<file path="config.mk">
export PLATFORM = sky130hd
export DESIGN_NAME = acd_decoder
export DESIGN_NICKNAME = d
export VERILOG_FILES = /design/src/verilog/acd_pkg.sv /design/src/verilog/acd_decoder.sv /design/src/verilog/acd_dword_pick.sv
export SDC_FILE = /design/constraint.sdc
export NUM_CORES = 1
export LEC_CHECK = 0
export ABC_AREA = 1
export ABC_CLOCK_PERIOD_IN_PS = 1760
export BUFFER_PORTS_ARGS = -buffer_cell sky130_fd_sc_hd__buf_2
export CAP_MARGIN = 30
export CORE_AREA = 2 2 390 392
export CTS_BUF_LIST = sky130_fd_sc_hd__clkbuf_4 sky130_fd_sc_hd__clkbuf_8 sky130_fd_sc_hd__clkbuf_16
export CTS_CLUSTER_DIAMETER = 120
export DETAILED_ROUTE_END_ITERATION = 7
export DIE_AREA = 0 0 392 394
export PLACE_DENSITY_LB_ADDON = 0.12
export SYNTH_ARGS = -nofsm -noshare
export SYNTH_HDL_FRONTEND = slang
export SYNTH_SLANG_ARGS = --single-unit
</file>
<file path="constraint.sdc">
create_clock -name clk_sys -period 1.76 [get_ports clk_sys]
set_clock_uncertainty 0.05 [all_clocks]
set_input_delay 0.44 -clock clk_sys [delete_from_list [all_inputs] [get_ports clk_sys]]
set_output_delay 0.44 -clock clk_sys [all_outputs]
set_load 0.01 [all_outputs]
</file>
<file path="src/verilog/acd_pkg.sv">
package acd_pkg;

	// Entry geometry
	localparam int ENTRY_BYTES  = 64;
	localparam int ENTRY_BITS   = ENTRY_BYTES * 8;
	localparam int DWORD_BITS   = 32;
	localparam int QWORD_BITS   = 64;
	localparam int SGD_BITS     = 128;

	// Byte offsets of fields within one entry
	localparam int OFS_COMMON   = 0;
	localparam int OFS_WORD_TEN = 40;
	localparam int OFS_PAGE_ONE = 24;
	localparam int OFS_PAGE_TWO = 32;
	localparam int OFS_GATHER   = 24;
	localparam int NUM_SPECIFIC = 6;

	// Selector bit inside the common command word
	localparam int SEL_BIT      = 15;

	// Descriptor type sits in the top nibble of the last byte
	localparam int SGD_TYPE_LSB = 124;
	localparam int SGD_TYPE_W   = 4;
	localparam logic [3:0] SGD_DATA_BLOCK   = 4'h0;
	localparam logic [3:0] SGD_SEGMENT      = 4'h2;
	localparam logic [3:0] SGD_LAST_SEGMENT = 4'h3;

	// Status codes for success and for a bad field
	localparam logic [7:0] STS_SUCCESS       = 8'h00;
	localparam logic [7:0] STS_INVALID_FIELD = 8'h02;

	typedef enum logic {
		ACD_MODE_PAGE,
		ACD_MODE_GATHER
	} acd_mode_e;

	// Page-entry view
	typedef struct packed {
		logic [QWORD_BITS-1:0] second_page_entry;
		logic [QWORD_BITS-1:0] first_page_entry;
	} acd_page_s;

	// Decoded result handed on to command handlers
	typedef struct packed {
		logic [NUM_SPECIFIC*DWORD_BITS-1:0] specific_words;
		logic [DWORD_BITS-1:0]              common_command_word;
		acd_mode_e                          mode;
		acd_page_s                          pages;
		logic [SGD_BITS-1:0]                first_gather_segment;
		logic                               single_descriptor;
		logic                               more_segments;
		logic                               invalid_field;
		logic [7:0]                         status;
	} acd_result_s;

endpackage : acd_pkg

</file>
<file path="src/verilog/acd_decoder.sv">
// Functional notes
// - A command entry is 64 bytes and every field is taken at a fixed byte position.
// - Bytes 40 to 63 are the six command-specific words ten to fifteen, passed on untouched.
// - With selector bit 15 clear, bytes 39:32 are the second page entry and 31:24 the first.
// - With selector bit 15 set, bytes 39:24 are one 16-byte first gather segment descriptor.
// - In page mode the second page entry is a page-list pointer when the transfer spans more than two pages.
// - In page mode the first page entry is a data page or a list pointer as the command defines.
// - A data-block first descriptor describes the whole transfer and no more segments are fetched.
module acd_decoder
	import acd_pkg::*;
(
	input  wire logic                  clk_sys,     // 20 MHz controller clock
	input  wire logic                  rstn,        // Async reset, active low
	input  wire logic                  entry_valid, // Entry present, one pulse
	input  wire logic [ENTRY_BITS-1:0] entry,       // Byte 0 in bits 7:0
	input  wire logic                  spans_multi, // Transfer spans >2 pages
	input  wire logic                  first_list,  // Command treats first as list
	output acd_result_s                result,      // Decoded fields
	output logic                       page_two_list,  // Second entry is a list
	output logic                       page_one_list,  // First entry is a list
	output logic                       result_valid // Result ready, one pulse
);

	logic [NUM_SPECIFIC*DWORD_BITS-1:0] spec_words;
	logic [DWORD_BITS-1:0]              common_word;
	logic                               gather_sel;
	logic [SGD_TYPE_W-1:0]              sgd_type;
	acd_result_s                        result_nxt;
	acd_result_s                        result_r;
	logic                               valid_r;
	logic                               two_list_r;
	logic                               one_list_r;

	// Separate views of bytes 39:24, one per selector setting
	acd_page_s                          page_view;
	logic [SGD_BITS-1:0]                gather_seg;

	// Descriptor type classes of the first gather segment
	logic                               type_is_block;
	logic                               type_is_chain;
	logic                               type_is_bad;

	// Geometry checks: every fixed slice below relies on these relations.
	// A package edit that breaks one of them would silently shift fields,
	// so elaboration stops instead.

	// Six specific words must fill the entry up to its last byte
	if (OFS_WORD_TEN + NUM_SPECIFIC * 4 != ENTRY_BYTES) begin : g_bad_spec
		$error("acd_decoder: specific words do not end the entry");
	end

	// Second page entry must sit directly below word ten
	if (OFS_PAGE_TWO + QWORD_BITS / 8 != OFS_WORD_TEN) begin : g_bad_two
		$error("acd_decoder: second page entry misplaced");
	end

	// First page entry must sit directly below the second
	if (OFS_PAGE_ONE + QWORD_BITS / 8 != OFS_PAGE_TWO) begin : g_bad_one
		$error("acd_decoder: first page entry misplaced");
	end

	// Gather segment must cover exactly the two page entries
	if (OFS_GATHER * 8 + SGD_BITS != OFS_WORD_TEN * 8) begin : g_bad_sgd
		$error("acd_decoder: gather segment misplaced");
	end

	// Both views of the pointer field must be the same size
	if ($bits(acd_page_s) != SGD_BITS) begin : g_bad_view
		$error("acd_decoder: page view and segment differ in size");
	end

	// Selector must lie inside the common word
	if (SEL_BIT >= DWORD_BITS) begin : g_bad_sel
		$error("acd_decoder: selector outside common word");
	end

	// Type field must lie inside the segment
	if (SGD_TYPE_LSB + SGD_TYPE_W > SGD_BITS) begin : g_bad_type
		$error("acd_decoder: type field outside segment");
	end

	// Data-block type code must match the width of the type field
	if ($bits(SGD_DATA_BLOCK) != SGD_TYPE_W) begin : g_bad_code
		$error("acd_decoder: type code width mismatch");
	end

	// Page view: second entry in the upper half, first in the lower
	assign page_view.second_page_entry =
		entry[OFS_PAGE_TWO*8 +: QWORD_BITS];
	assign page_view.first_page_entry =
		entry[OFS_PAGE_ONE*8 +: QWORD_BITS];

	// Gather view: the same sixteen bytes as one descriptor
	assign gather_seg = entry[OFS_GATHER*8 +: SGD_BITS];

	// Type classifier; an unknown code is refused, never guessed
	always_comb begin
		type_is_block = 1'b0;
		type_is_chain = 1'b0;
		type_is_bad   = 1'b0;
		case (sgd_type)
			SGD_DATA_BLOCK: begin
				type_is_block = 1'b1;
			end
			SGD_SEGMENT, SGD_LAST_SEGMENT: begin
				type_is_chain = 1'b1;
			end
			default: begin
				type_is_bad = 1'b1;
			end
		endcase
	end

	// Specific words picked at fixed offsets, ten in the lowest slot
	for (genvar i = 0; i < NUM_SPECIFIC; i++) begin : g_spec
		acd_dword_pick #(
			.BYTE_OFS(OFS_WORD_TEN + 4*i)
		) u_pick (
			.entry(entry),
			.word (spec_words[i*DWORD_BITS +: DWORD_BITS])
		);
	end

	// Common word and its selector
	assign common_word = entry[OFS_COMMON*8 +: DWORD_BITS];
	assign gather_sel  = common_word[SEL_BIT];
	assign sgd_type    = entry[OFS_GATHER*8 + SGD_TYPE_LSB +: SGD_TYPE_W];

	// Field interpretation for the incoming entry
	always_comb begin
		result_nxt = '0;
		result_nxt.specific_words      = spec_words;
		result_nxt.common_command_word = common_word;
		result_nxt.status              = STS_SUCCESS;
		if (!gather_sel) begin
			// Unused view stays zero so handlers never see stale bytes
			result_nxt.mode  = ACD_MODE_PAGE;
			result_nxt.pages = page_view;
		end else begin
			result_nxt.mode                 = ACD_MODE_GATHER;
			result_nxt.first_gather_segment = gather_seg;
			result_nxt.single_descriptor    = type_is_block;
			result_nxt.more_segments        = type_is_chain;
			result_nxt.invalid_field        = type_is_bad;
			if (type_is_bad) begin
				result_nxt.status = STS_INVALID_FIELD;
			end
		end
	end

	// Result capture
	always_ff @(posedge clk_sys or negedge rstn) begin
		if (!rstn) begin
			result_r <= '0;
		end else if (entry_valid) begin
			result_r <= result_nxt;
		end
	end

	// Second entry meaning, only in page mode
	always_ff @(posedge clk_sys or negedge rstn) begin
		if (!rstn) begin
			two_list_r <= 1'b0;
		end else if (entry_valid) begin
			two_list_r <= !gather_sel && spans_multi;
		end
	end

	// First entry meaning, only in page mode
	always_ff @(posedge clk_sys or negedge rstn) begin
		if (!rstn) begin
			one_list_r <= 1'b0;
		end else if (entry_valid) begin
			one_list_r <= !gather_sel && first_list;
		end
	end

	// Valid strobe one cycle after the entry
	always_ff @(posedge clk_sys or negedge rstn) begin
		if (!rstn) begin
			valid_r <= 1'b0;
		end else begin
			valid_r <= entry_valid;
		end
	end

	assign result        = result_r;
	assign page_two_list = two_list_r;
	assign page_one_list = one_list_r;
	assign result_valid  = valid_r;

endmodule : acd_decoder

</file>
<file path="src/verilog/acd_dword_pick.sv">
// Extracts one dword at a fixed byte offset from a command entry
module acd_dword_pick
	import acd_pkg::*;
#(
	parameter int BYTE_OFS = 0
) (
	input  wire logic [ENTRY_BITS-1:0] entry, // Whole command entry
	output logic      [DWORD_BITS-1:0] word   // Picked dword
);

	// Offset must be dword aligned and inside the entry
	if (BYTE_OFS % 4 != 0 || BYTE_OFS + 4 > ENTRY_BYTES) begin : g_bad_ofs
		$error("acd_dword_pick: bad offset");
	end

	// Fixed byte slice
	assign word = entry[BYTE_OFS*8 +: DWORD_BITS];

endmodule : acd_dword_pick

</file>
Word level (Yosys, flattened, before mapping)
Index checks and enable logic that the tools add are counted.
{"block": "totals", "regBits": 495, "word_cells": 28}
{"block": "op_classes", "n_eq_ne": 2, "n_mux": 7, "reduce_logical": 6}
{"op": "$mux W139", "n": 1}
{"op": "$mux W128", "n": 1}
{"op": "$eq A4 B2 Y1 const B", "n": 2}
{"op": "$logic_not A4 Y1", "n": 1}
{"op": "$mux W1", "n": 4}
{"op": "$reduce_or A3 Y1", "n": 1}
{"op": "$logic_and A1 B1 Y1", "n": 2}
{"op": "$mux W2", "n": 1}
{"op": "$reduce_or A2 Y1", "n": 1}
{"op": "$logic_not A1 Y1", "n": 1}

Logic depth before layout (Yosys ltp)
{"block": "depth", "ltp_word": 4, "mapped_depth": 6, "depth_no_buf": 4}

Hierarchy
Synthesis repeated with hierarchy kept, for this count alone.
{"block": "unflattened", "cells_unflattened": 2127, "hier_area_um2": 19708.9}
{"mod": "acd_decoder", "instances": 1, "cells_each": 1935, "area_each_um2": 18267.5}
{"mod": "acd_dword_pick", "instances": 6, "cells_each": 32, "area_each_um2": 240.2}

Worst setup path after synthesis
Ideal clock, no wire load.
{"block": "synth_timing", "path_kind": "input to register", "start": "in entry_valid", "end": "reg result_r (netlist bit result[59])", "arrival_ps": 1055, "required_ps": 1580, "setup_slack_ps": 525, "path_stages": 4, "cell_sequence": "nand2_2 buf_2 buf_1 o21ai_1"}
{"element": "start: declaration", "line_no": "acd_decoder.sv:14", "text": "input wire logic entry_valid,"}
{"element": "end signal: assignment", "line_no": "acd_decoder.sv:156", "text": "result_r <= result_nxt;"}
{"element": "end: declaration", "line_no": "acd_decoder.sv:29", "text": "acd_result_s result_r;"}

Final worst setup path
{"block": "layout_timing", "start": "reg result_r (netlist bit result[350])", "end": "out result[350] (netlist name)"}
{"element": "end: declaration", "line_no": "acd_decoder.sv:18", "text": "output acd_result_s result,"}
No word-level cell between the ends.

==> out/metrics.yaml <==
syn-mean-instance-area_um2: 9.44
syn_area_um2: 18300
synth_sequential_area_ratio: 0.666
main_combinational_cell_family_by_area_after_synthesis: "simple AND/OR/NAND/NOR gates"
core_area_um2: 151000
r2r_setup_slack_ps: 940
synth-edff-count: 0
setup_viol_count_final: 0
cap_violations: 0
worst-path-max-fanout: 2
synth_simple_gate_area_share: 0.194
synth_area_in_adders: 0
synth_cell_types: 16
cp-start-kind: "flop"
cp_cell_sequence: "buf_6"
finalWeightedCongestion: 0.777
floorplan.die.height_um: 394
die-area_um2: 154000
grt_antenna_before_repair: 12
uppermost_routed_layer: "met5"
run_status: "finished, final reports clean"
critPathSlowestCell: "dfrtp_1"
wire_length_of_the_first_global_routing_pass_mm: 133
async_flop_share: 1.00
final_net_count: 3707
layout.core_utilization: 0.213
dp.final_hpwl_mm: 69.6
clock_tree_from_tritoncts: "done"
synth_compound_area_frac: 0.0707
placed_cells_incl_taps: 4792
detailroute.via_count: 17500
first_global_vias: 18700
fmaxAchievable_mhz: 580
clk_root_buffer_cell: "clkbuf_16"
cts-buffers-inserted: 69
cts.sink_count: 486
p_leak_uw: 0.0167
drt-vias-per-instance: 3.31
crit_type: "reg2out"
hold_viol_final: 0
fin_crit_sh: 0.980
drt_first_iter_violations: 697
power.density_cell_area_nw_per_um2: 1010
detailroute.wirelength.met2_mm: 42.5
path_buf_inv: 1
drv_slew: 0
synthesis.instances: 1935
critical-path-max-stage-delay_ps: 440
min-delay-path-class: "in2reg"
rsz_0062_raised_after_global_routing: "yes"
worstSkewPairLatency_ps: 630
synth_xor_area_frac: 0
final_cells: 5276
postSynth.topFlopCell: "dfrtp_1"
grt_util_all_layers: 0.117
die-width_um: 392
floorplan.rows: 143
power.ir.vdd_worst_v: 0.000511
h-tree-depth: 3
drt_pass1_iterations: 4
detail_route.wirelength_mm: 91.8
share_of_layout_cells_above_drive_strength_1: 0.340
synthesis.yosys.warnings: 0
post-route-min-period_ps: 1730
worstPathRequired_ps: 1270
avgRoutedWirePerCell_um: 17.4
numPortBuffers: 844
area_delta_synth_final_pct: 75.7
worst_setup_path_end_kind: "output port"
post_synth_mux_area_share: 0
yosys_register_bits: 486
initial_standard_cell_utilization_of_the_core: 0.121
cts.reportedPaths.clkPinSlew_ps: 50
route.met3.wl_mm: 8.02
cts-root-to-sink-buffers: 3
grt_start_max_net_pins: 66
postRouteAntennaNets: 0
path_delay_family: "flip-flops"
overflow: 0
cp_data_arrival_time_ps: 1240
drcViolationCount: 0
design.portCount: 1012
route.layer.met1.wl_mm: 38.5
cell type report:
class                           instances  area (µm²)
Timing Repair Buffer                 1293        9640
Antenna cell                            4        10.0
Multi-Input combinational cell       1209        4890
Tap cell                             2030        2540
Fill cell                           16900      119000
Inverter                              131         508
Clock buffer                          109        2190
Clock inverter                         14         155
Sequential cell                       486       12200
per-layer routing:
| metal | up-vias | global-route usage |
|---|---|---|
| met2 | 570 | 0.188 |
| met3 | 140 | 0.0467 |
| li1 | 8451 | - |
| met5 | - | 0 |
| met1 | 8305 | 0.142 |
| met4 | 6 | 0.0384 |
final timing paths:
| kind | startpoint | depth (start not counted) | endpoint |
|---|---|---|---|
| hold / removal | entry[303] | 3 | result[122]$_DFFE_PN0P_ |
| setup / recovery | result[350]$_DFFE_PN0P_ | 1 | result[350] |
| max in group asynchronous | rstn | 4 | result[307]$_DFFE_PN0P_ |
| setup reg to reg | result[1]$_DFFE_PN0P_ | 3 | result[1]$_DFFE_PN0P_ |
| hold reg to reg | result[470]$_DFFE_PN0P_ | 2 | result[470]$_DFFE_PN0P_ |
| min in group asynchronous | rstn | 2 | result[392]$_DFFE_PN0P_ |
through the flow:
stage	cell area, µm²	TNS, ps	worst slack [ps]	power, µW	hold WS, ps
after CTS	31600	-900	-63.9	33000	1.45
after global routing	32100	-764	-51.4	34100	14.4
after floorplan	18300	0	525	14400	94.4
after detailed placement	25500	0	190	17100	278
after global placement	25500	0	193	17100	278
final	32100	0	34.7	32300	72.8
where the power goes:
part | internal (µW) | switching (µW)
clock network | 8850 | 5660
logic | 2360 | 2780
registers | 12100 | 552
Yosys cell counts (2+ instances only):
| master | n | area (µm²) |
|---|---|---|
| inv_1 | 130 | 488 |
| clkbuf_2 | 3 | 15.0 |
| nand2_1 | 938 | 3520 |
| buf_6 | 17 | 191 |
| buf_2 | 16 | 80.1 |
| o21ai_0 | 35 | 175 |
| o21ai_1 | 223 | 1120 |
| dfrtp_1 | 486 | 12200 |
| clkbuf_1 | 29 | 109 |
| nor2_1 | 2 | 7.51 |
| buf_4 | 49 | 368 |
| nand3_1 | 3 | 15.0 |
sequential cells by signal (all words and copies together), names as in the netlist:
name	count
result_valid	1
result	483
page_two_list	1
page_one_list	1
layout by cell type, fill, tap and decap left out, types with 2 or more instances in the layout:
master	instances
nand2_1	937
buf_2	710
dfrtp_1	483
dlygate4sd3_1	319
o21ai_1	223
inv_1	130
buf_6	123
buf_4	105
clkbuf_16	72
o21ai_0	35
buf_12	35
clkbuf_4	19
clkbuf_8	18
conb_1	7
diode_2	4
inv_6	4
clkinv_2	4
nand3_1	3
dfrtp_2	3
nor2_1	2
bufinv_16	2
clkinvlp_4	2
timing repair:
item | CTS | global route
hold endpoints to repair | 699 | 0
hold buffers | 319 | 0
cloned | 0 | 0
buffers inserted | 11 | 27
endpoints found under the setup margin | 112 | 109
gates resized for setup | 157 | 71
kinds of logic (layout without fill, tap and decap cells):
logic type,count (synthesis),after routing
simple gates,944,944
compound gates,258,258
other cells,1,11
buf+inv,246,1547
flops,486,486
No activity file was read; power rests on OpenSTA's default activity.
